**src/sdmrs_pkg.sv**
```systemverilog
// Constants, types and field layout for the DRAM mode-set block
`default_nettype none
package sdmrs_pkg;

    // ------------------------------------------------------------
    // Register offsets (byte addresses, one word each)
    // ------------------------------------------------------------
    localparam logic [7:0] ADDR_STATUS = 8'h00;
    localparam logic [7:0] ADDR_MODE0 = 8'h04;
    localparam logic [7:0] ADDR_MODE1 = 8'h08;
    localparam logic [7:0] ADDR_MODE2 = 8'h0C;
    localparam logic [7:0] ADDR_MODE3 = 8'h10;
    localparam logic [7:0] ADDR_DECODE = 8'h14;
    localparam logic [7:0] ADDR_CTRL = 8'h18;

    // ------------------------------------------------------------
    // Control fields and reset values
    // ------------------------------------------------------------
    localparam int CTRL_GUARD_BIT = 0;
    localparam int CTRL_CLR_BIT = 1;
    localparam logic CTRL_GUARD_RST = 1'b1;
    localparam logic [15:0] MODE_RST = 16'h0000;
    localparam logic [7:0] BANKS_RST = 8'h00;

    // ------------------------------------------------------------
    // Address pin positions
    // ------------------------------------------------------------
    localparam int A_AUTO_PRE = 10;
    localparam int A_CHOP = 12;
    localparam int A_DLL_RST = 8;
    localparam int A_FAST_EXIT = 12;
    localparam int A_WR_LSB = 9;
    localparam int A_WR_MSB = 11;
    localparam int A_BL_LSB = 0;
    localparam int A_BL_MSB = 1;

    // Burst length field codes
    localparam logic [1:0] BL_FIXED8 = 2'h0;
    localparam logic [1:0] BL_OTF = 2'h1;
    localparam logic [1:0] BL_FIXED4 = 2'h2;

    // ------------------------------------------------------------
    // Timing
    // ------------------------------------------------------------
    localparam int CLK_MHZ = 10;
    localparam int T_INIT_US = 500;
    localparam logic [15:0] INIT_CYC = 16'(T_INIT_US * CLK_MHZ);
    localparam logic [2:0] CORE_CLKS = 3'h4;
    localparam logic [3:0] BEATS_EIGHT = 4'h8;
    localparam logic [3:0] BEATS_CHOP = 4'h4;

    typedef enum logic [1:0] {
        ST_RESET = 2'b00,
        ST_INIT = 2'b01,
        ST_WAIT_CKE = 2'b10,
        ST_RUN = 2'b11
    } sdmrs_state_type;

    typedef struct packed {
        logic cke;
        logic cs_n;
        logic ras_n;
        logic cas_n;
        logic we_n;
        logic [2:0] bank_address_bits;
        logic [15:0] addr;
        logic termination_control_input;
    } sdmrs_cmd_type;

    localparam sdmrs_cmd_type CMD_RST = '{
        cke: 1'b0, cs_n: 1'b1, ras_n: 1'b1, cas_n: 1'b1, we_n: 1'b1,
        bank_address_bits: 3'h0, addr: 16'h0000,
        termination_control_input: 1'b0};

    typedef struct packed {
        logic [7:0] ign_cnt;
        logic [7:0] open_banks;
        logic dll_reset;
        logic burst_busy;
        logic idle;
        logic [1:0] state;
    } sdmrs_status_type;

endpackage : sdmrs_pkg
`default_nettype wire

```
**src/sdmrs_top.sv**
```systemverilog
// DRAM power-up sequencing, mode register set and burst bookkeeping
// ------------------------------------------------------------
// Functional notes
// Eight banks; each access is one four-clock internal core transfer.
// Bursts start at a column and run eight beats or chopped four.
// Activate picks bank/row; read/write takes column, A10 precharge, A12 chop.
// Controller holds reset low at least 200us after stable power.
// Controller drops clock enable at least 10ns before reset release.
// After reset release wait 500us; device initialises without clock.
// Clock stable five cycles or 10ns and idle command before enable.
// Clock enable stays high until initialisation completes.
// Termination off during reset and until clock enable registered high.
// Controller holds termination input static through initialisation.
// Wait reset exit time after clock enable before first mode set.
// Mode writes in order two, three, one, zero, then long calibration.
// Warm reset: hold 100ns, then repeat power-up steps.
// Controller writes every mode register before normal use.
// Each mode set drives every field of the target register.
// Mode sets and loop reset keep array contents intact.
// Consecutive mode sets spaced by the mode set cycle time.
// After mode set wait update delay before other commands.
// Runtime mode rewrites only while device is idle.
// Mode set: all strobes low; bank bits select register zero to three.
// Register zero A12 picks slow or fast power-down exit.
// Register zero write-recovery code maps to 0,5,6,7,8,10,12,14.
// Register zero A1:A0 select fixed eight, on-the-fly, fixed four.
// Loop reset bit clears itself after the reset action.
// Mode sets arriving while not idle are ignored.
// ------------------------------------------------------------
//
// Design decisions made here: register access over APB and the address map.
`default_nettype none
module sdmrs_top #(
    parameter logic [15:0] INIT_CYCLES = sdmrs_pkg::INIT_CYC
) (
    input wire logic clk,
    input wire logic sys_rst,
    input wire logic psel,
    input wire logic penable,
    input wire logic pwrite,
    input wire logic [7:0] paddr,
    input wire logic [31:0] pwdata,
    output logic [31:0] prdata,
    output logic pready,
    output logic pslverr,
    input wire logic reset_pin_n,
    input wire sdmrs_pkg::sdmrs_cmd_type cmd_pins,
    output logic dev_ready,
    output logic odt_active,
    output logic dll_reset_pulse,
    output logic burst_busy,
    output logic [3:0] burst_beats,
    output logic [9:0] burst_col,
    output logic [2:0] burst_bank,
    output logic burst_write,
    output logic auto_precharge,
    output logic fast_exit,
    output logic [3:0] wr_cycles
);
    import sdmrs_pkg::*;

    // ------------------------------------------------------------
    // Pin synchronisers
    // ------------------------------------------------------------
    sdmrs_cmd_type c1_r, c2_r;
    logic rstp1_r, rstp2_r;

    always_ff @(posedge clk) begin
        if (sys_rst) begin
            c1_r <= CMD_RST;
            c2_r <= CMD_RST;
            rstp1_r <= 1'b0;
            rstp2_r <= 1'b0;
        end else begin
            c1_r <= cmd_pins;
            c2_r <= c1_r;
            rstp1_r <= reset_pin_n;
            rstp2_r <= rstp1_r;
        end
    end

    // ------------------------------------------------------------
    // State and registers
    // ------------------------------------------------------------
    sdmrs_state_type state_r, state_nxt;
    logic [15:0] init_cnt_r;
    logic [15:0] mode_r [4];
    logic [7:0] open_r;
    logic [2:0] core_cnt_r;
    logic busy_r, dll_rst_r, guard_r, odt_r, ready_r;
    logic [7:0] ign_r;
    logic [3:0] beats_r, wrc_r;
    logic [9:0] col_r;
    logic [2:0] bbank_r;
    logic bwr_r, ap_r, fast_r;
    logic [31:0] prdata_r;
    logic pready_r, pslverr_r;

    // ------------------------------------------------------------
    // Command decode
    // ------------------------------------------------------------
    wire run = (state_r == ST_RUN);
    wire sel_cmd = run & c2_r.cke & ~c2_r.cs_n;
    wire [2:0] ba = c2_r.bank_address_bits;
    wire [1:0] mr_sel = ba[1:0];
    wire is_mrs = sel_cmd & ~c2_r.ras_n & ~c2_r.cas_n & ~c2_r.we_n;
    wire is_act = sel_cmd & ~c2_r.ras_n & c2_r.cas_n & c2_r.we_n;
    wire is_pre = sel_cmd & ~c2_r.ras_n & c2_r.cas_n & ~c2_r.we_n;
    wire is_rw = sel_cmd & c2_r.ras_n & ~c2_r.cas_n;
    wire idle = (open_r == 8'h00) & ~busy_r & c2_r.cke;
    // Undefined behaviour is turned into a no-op rather than a corruption
    wire mrs_take = is_mrs & ~ba[2] & (idle | ~guard_r);
    wire mrs_ign = is_mrs & ~ba[2] & ~idle & guard_r;
    wire rw_take = is_rw & open_r[ba] & (core_cnt_r == 3'h0);
    wire [1:0] bl = mode_r[0][A_BL_MSB:A_BL_LSB];
    wire chop = (bl == BL_FIXED4) |
                ((bl == BL_OTF) & ~c2_r.addr[A_CHOP]);
    wire burst_end = busy_r & (core_cnt_r == 3'h1);

    // ------------------------------------------------------------
    // Power-up and reset sequencing
    // ------------------------------------------------------------
    always_comb begin
        state_nxt = state_r;
        case (state_r)
            ST_RESET: begin
                if (rstp2_r) begin
                    state_nxt = ST_INIT;
                end
            end
            ST_INIT: begin
                if (init_cnt_r == INIT_CYCLES - 16'h0001) begin
                    state_nxt = ST_WAIT_CKE;
                end
            end
            ST_WAIT_CKE: begin
                if (c2_r.cke) begin
                    state_nxt = ST_RUN;
                end
            end
            default: begin
                state_nxt = ST_RUN;
            end
        endcase
        if (!rstp2_r) begin
            state_nxt = ST_RESET;
        end
    end

    always_ff @(posedge clk) begin
        if (sys_rst) begin
            state_r <= ST_RESET;
            init_cnt_r <= 16'h0000;
        end else begin
            state_r <= state_nxt;
            // Internal init counts on our clock; the link clock may be idle
            init_cnt_r <= (state_r == ST_INIT) ?
                          init_cnt_r + 16'h0001 : 16'h0000;
        end
    end

    always_ff @(posedge clk) begin
        if (sys_rst) begin
            odt_r <= 1'b0;
            ready_r <= 1'b0;
        end else begin
            odt_r <= run & c2_r.termination_control_input;
            ready_r <= run;
        end
    end

    // ------------------------------------------------------------
    // Mode registers
    // ------------------------------------------------------------
    always_ff @(posedge clk) begin
        if (sys_rst || !rstp2_r) begin
            for (int i = 0; i < 4; i++) begin
                mode_r[i] <= MODE_RST;
            end
            dll_rst_r <= 1'b0;
        end else begin
            dll_rst_r <= mrs_take & (mr_sel == 2'h0) & c2_r.addr[A_DLL_RST];
            if (dll_rst_r) begin
                mode_r[0][A_DLL_RST] <= 1'b0;
            end
            if (mrs_take) begin
                mode_r[mr_sel] <= c2_r.addr;
            end
        end
    end

    function automatic logic [3:0] wr_decode(input logic [2:0] code);
        case (code)
            3'h1: wr_decode = 4'h5;
            3'h2: wr_decode = 4'h6;
            3'h3: wr_decode = 4'h7;
            3'h4: wr_decode = 4'h8;
            3'h5: wr_decode = 4'hA;
            3'h6: wr_decode = 4'hC;
            3'h7: wr_decode = 4'hE;
            default: wr_decode = 4'h0;
        endcase
    endfunction : wr_decode

    always_ff @(posedge clk) begin
        if (sys_rst) begin
            fast_r <= 1'b0;
            wrc_r <= 4'h0;
        end else begin
            fast_r <= mode_r[0][A_FAST_EXIT];
            wrc_r <= wr_decode(mode_r[0][A_WR_MSB:A_WR_LSB]);
        end
    end

    // ------------------------------------------------------------
    // Bank and burst tracking
    // ------------------------------------------------------------
    // Open rows are only bookkeeping; no array is modelled, so mode
    // writes and loop resets cannot disturb stored data
    always_ff @(posedge clk) begin
        if (sys_rst || !rstp2_r) begin
            open_r <= BANKS_RST;
        end else if (is_act) begin
            open_r[ba] <= 1'b1;
        end else if (is_pre) begin
            open_r <= c2_r.addr[A_AUTO_PRE] ? BANKS_RST
                      : (open_r & ~(8'h01 << ba));
        end else if (burst_end && ap_r) begin
            open_r[bbank_r] <= 1'b0;
        end
    end

    always_ff @(posedge clk) begin
        if (sys_rst || !rstp2_r) begin
            core_cnt_r <= 3'h0;
            busy_r <= 1'b0;
        end else begin
            busy_r <= rw_take | (core_cnt_r > 3'h1);
            core_cnt_r <= rw_take ? CORE_CLKS
                          : (busy_r ? core_cnt_r - 3'h1 : 3'h0);
        end
    end

    always_ff @(posedge clk) begin
        if (sys_rst) begin
            beats_r <= 4'h0;
            col_r <= 10'h000;
            bbank_r <= 3'h0;
            bwr_r <= 1'b0;
            ap_r <= 1'b0;
        end else if (rw_take) begin
            beats_r <= chop ? BEATS_CHOP : BEATS_EIGHT;
            col_r <= c2_r.addr[9:0];
            bbank_r <= ba;
            bwr_r <= ~c2_r.we_n;
            ap_r <= c2_r.addr[A_AUTO_PRE];
        end
    end

    // ------------------------------------------------------------
    // APB slave
    // ------------------------------------------------------------
    sdmrs_status_type status;
    logic [31:0] rd_data;
    logic rd_err;
    wire acc = psel & penable & ~pready_r;
    wire wr_en = psel & penable & pready_r & pwrite;
    wire ctrl_wr = wr_en & (paddr == ADDR_CTRL);

    assign status = '{ign_cnt: ign_r, open_banks: open_r,
                      dll_reset: dll_rst_r, burst_busy: busy_r,
                      idle: idle, state: state_r};

    always_comb begin
        rd_err = 1'b0;
        if (paddr == ADDR_STATUS) begin
            rd_data = {11'h000, status};
        end else if (paddr == ADDR_MODE0) begin
            rd_data = {16'h0000, mode_r[0]};
        end else if (paddr == ADDR_MODE1) begin
            rd_data = {16'h0000, mode_r[1]};
        end else if (paddr == ADDR_MODE2) begin
            rd_data = {16'h0000, mode_r[2]};
        end else if (paddr == ADDR_MODE3) begin
            rd_data = {16'h0000, mode_r[3]};
        end else if (paddr == ADDR_DECODE) begin
            rd_data = {23'h000000, fast_r, wrc_r, beats_r};
        end else if (paddr == ADDR_CTRL) begin
            rd_data = {31'h00000000, guard_r};
        end else begin
            rd_data = 32'h00000000;
            rd_err = 1'b1;
        end
    end

    always_ff @(posedge clk) begin
        if (sys_rst) begin
            pready_r <= 1'b0;
            pslverr_r <= 1'b0;
            prdata_r <= 32'h00000000;
        end else begin
            pready_r <= acc;
            pslverr_r <= acc & rd_err;
            prdata_r <= (acc && !pwrite) ? rd_data : 32'h00000000;
        end
    end

    // Counting an ignored mode set beats a software clear in the same cycle
    always_ff @(posedge clk) begin
        if (sys_rst) begin
            guard_r <= CTRL_GUARD_RST;
            ign_r <= 8'h00;
        end else begin
            if (ctrl_wr) begin
                guard_r <= pwdata[CTRL_GUARD_BIT];
            end
            if (mrs_ign) begin
                ign_r <= ign_r + 8'h01;
            end else if (ctrl_wr && pwdata[CTRL_CLR_BIT]) begin
                ign_r <= 8'h00;
            end
        end
    end

    assign prdata = prdata_r;
    assign pready = pready_r;
    assign pslverr = pslverr_r;
    assign dev_ready = ready_r;
    assign odt_active = odt_r;
    assign dll_reset_pulse = dll_rst_r;
    assign burst_busy = busy_r;
    assign burst_beats = beats_r;
    assign burst_col = col_r;
    assign burst_bank = bbank_r;
    assign burst_write = bwr_r;
    assign auto_precharge = ap_r;
    assign fast_exit = fast_r;
    assign wr_cycles = wrc_r;
endmodule : sdmrs_top
`default_nettype wire

```
**config.mk**
```make
export PLATFORM = sky130hd
export DESIGN_NAME = sdmrs_top
export DESIGN_NICKNAME = d
export VERILOG_FILES = /design/src/sdmrs_pkg.sv /design/src/sdmrs_top.sv
export SDC_FILE = /design/constraint.sdc
export NUM_CORES = 1
export LEC_CHECK = 0
export BUFFER_PORTS_ARGS = -buffer_cell sky130_fd_sc_hd__buf_4
export CORE_ASPECT_RATIO = 1.75
export CORE_MARGIN = 3
export CORE_UTILIZATION = 61
export DETAILED_ROUTE_END_ITERATION = 7
export PLACE_DENSITY_LB_ADDON = 0.3
export REMOVE_ABC_BUFFERS = 1
export SKIP_CTS_REPAIR_TIMING = 1
export SLEW_MARGIN = 20
export SYNTH_ARGS = -nofsm -noshare
export SYNTH_HDL_FRONTEND = slang
export SYNTH_SLANG_ARGS = --single-unit
```
**constraint.sdc**
```tcl
create_clock -name clk -period 6.1 [get_ports clk]
set_input_delay 0.61 -clock clk [delete_from_list [all_inputs] [get_ports clk]]
set_output_delay 0.61 -clock clk [all_outputs]
set_load 0.02 [all_outputs]
```
==> results_dict.tcl <==
set metrics [dict create \
    outcome "completed" \
    n_antenna_cell 0 \
    fin_ws_ps 2670 \
    grt_pass1_vias 6336 \
    final_nets 957 \
    post-place-ws_ps 2200 \
    cts_sinks 203 \
    whs_ps 328 \
    cp_max_fo 76 \
    core.rowCount 56 \
    synth_cell_types 69 \
    cp.required_ps 6200 \
    vias_per_cell 5.95 \
    die_y_um 162 \
    tightest_slew_ps 893 \
    min_path_type "in -> reg" \
    startpoint_type "input pin" \
    area_growth_pct 15.0 \
    drtIter0Drc 468 \
    ctsLongestPathBuffers 3 \
    antenna_found_initial 0 \
    synthTopCellsByArea "dfxtp_1 (33%), edfxtp_1 (23%), and2_1 (5.1%)" \
    cts_root_buf "clkbuf_16" \
    crit_slowest_cell "nand2b_1" \
    placed_area_um2 9170 \
    cp.arrival_ps 3530 \
    overflow 0 \
    finalHoldViolCount 0 \
    vdd_drop_max_v 0.000240 \
    period_share 0.563 \
    fmax_ghz 0.291 \
    yosysWarnings 0 \
    setup_viol 0 \
    fillers 963 \
    antenna_left 0 \
    first_pass_iters 6 \
    multiInputGateArea_um2 3510 \
    synth_area_leader_cell "dfxtp_1" \
    syn_area_um2 8500 \
    cts_buffers 19 \
    cpMostUsedCell "nand2b_1" \
    vias 6346 \
    yosysMostFrequentCell "dfxtp_1" \
    routed_wl_um 19400 \
    finalWeightedCongestion 0.872 \
    rsz0062_at_grt "false" \
    max_cap_violations 0 \
    cts_tree "yes" \
    postLayoutCellArea_um2 9770 \
    synthArstFlopShare 0 \
    synth_common_cells "dfxtp_1 (139), and2_1 (69), edfxtp_1 (64), nor2b_1 (60), nand2_1 (59)" \
    clkTransAtPathRegs_ps 60 \
    grt_max_degree 77 \
    max_slew_margin 0.404 \
    crit_chain "buf_4, nand2b_1, or3b_4, nor4_4, nand2b_1" \
    num_io_pins 133 \
    slew_viol_final 0 \
    die_x_um 95.2 \
    cp-end-kind "register" \
    wl_per_cell_um 18.2 \
    netlist_instances 811 \
    synth-edff-count 64 \
    finalClockSkew_ps 26.5 \
    syn_avg_cell_area_um2 10.5 \
    grt_pass1_wl_um 30600 \
    start_util 0.628 \
    htree_levels 1 \
    gr-usage-all-layers 0.251 \
    dieArea_um2 15400 \
    period_needed_ps 3430 \
    clock_latency_ps 480 \
    io_buffer_count 89 \
    drive_gt1_frac 0.168 \
    seqCellArea_um2 4700 \
    place_hpwl_um 13300 \
    powerDensity_nw_per_um2 275 \
    synth_seq_cells 203 \
    path_class "in -> reg" \
    synth_seq_area_share 0.554 \
    tns_ps 0 \
    yosysTopAreaCellShare 0.327 \
    synthFlopType "dfxtp_1" \
    drc_errors 0 \
    crit_path_max_incr_delay_ps 790 \
    power_mw 2.69 \
    core_um2 13500 \
    p_leak_nw 3.75 \
]
## worst paths after layout
path	start	slack, ps	depth (start not counted)	end
worst min-delay path	cmd_pins[23]	330	2	c1_r[23]
worst max-delay path	sys_rst	2670	5	mode_r[2][12]
worst max register to register	ba[2]	2700	4	mode_r[2][12]
worst min register to register	c1_r[22]	410	1	c2_r[22]
## logic make-up (layout without fill, tap and decap cells)
group | after synthesis | after routing | synth area share
AO/OA/AOI/OAI | 129 | 129 | 0.103
XOR/XNOR | 11 | 11 | 0.0113
adder cells (fa/ha/maj) | 5 | 5 | 0.00736
buffers and inverters | 69 | 139 | 0.0400
flip-flops | 203 | 203 | 0.554
multiplexers | 29 | 29 | 0.0359
other | 1 | 13 | 0.000441
AND/OR/NAND/NOR | 364 | 364 | 0.248
## report_power, final
group	switching, mW	leakage, nW	internal (mW)
Sequential	0.0169	1.90	1.42
Combinational	0.0692	1.57	0.0481
Clock	0.481	0.284	0.661
## critical path: cells and delay by family
family / cells / cell delay (ps)
simple gates: 4 / 2560
buf+inv: 1 / 330
## cells in the final DEF (no fill, tap or decap), types with 11 or more instances in the layout
cell type	n
inv_1	12
buf_4	93
nand2_1	59
nor3_1	18
a21oi_1	31
nand2b_1	26
clkbuf_16	19
dfxtp_1	139
o21ai_0	20
nor2b_1	60
nand3_1	21
mux2i_1	26
o211ai_1	14
or2_2	11
nor2_1	38
and2_1	69
conb_1	13
edfxtp_1	64
## through the flow
step / instances / utilization
finish: 1067 / 0.723
global route: 1067 / 0.723
CTS: 1067 / 0.722
detailed placement: 1034 / 0.678
global placement: 1034 / 0.678
floorplan: 767 / -
## cell type report
| class | count | area share |
|---|---|---|
| Sequential cell | 203 | 0.481 |
| Multi-Input combinational cell | 551 | 0.359 |
| Timing Repair Buffer | 93 | 0.0714 |
| Clock buffer | 24 | 0.0506 |
| Tap cell | 174 | 0.0223 |
| Clock inverter | 9 | 0.0101 |
| Inverter | 13 | 0.00499 |
## registers in the layout (all words and copies together), names as in the netlist, 2 cells and up
name and flops:
prdata 21, init_cnt_r 16, ba 3, mode_r 64
burst_beats 2, ign_r 8, wr_cycles 4, open_r 8
c1_r 25, state_r 2, c2_r 22, core_cnt_r 3
burst_bank 3, burst_col 10
## routing by layer
layer  wire (µm)  GRT usage
met1        6970      0.276
met2       10200      0.458
met3        1290     0.0324
met4         941      0.129
met5           0          0
Power figures use the tool's default switching activity.
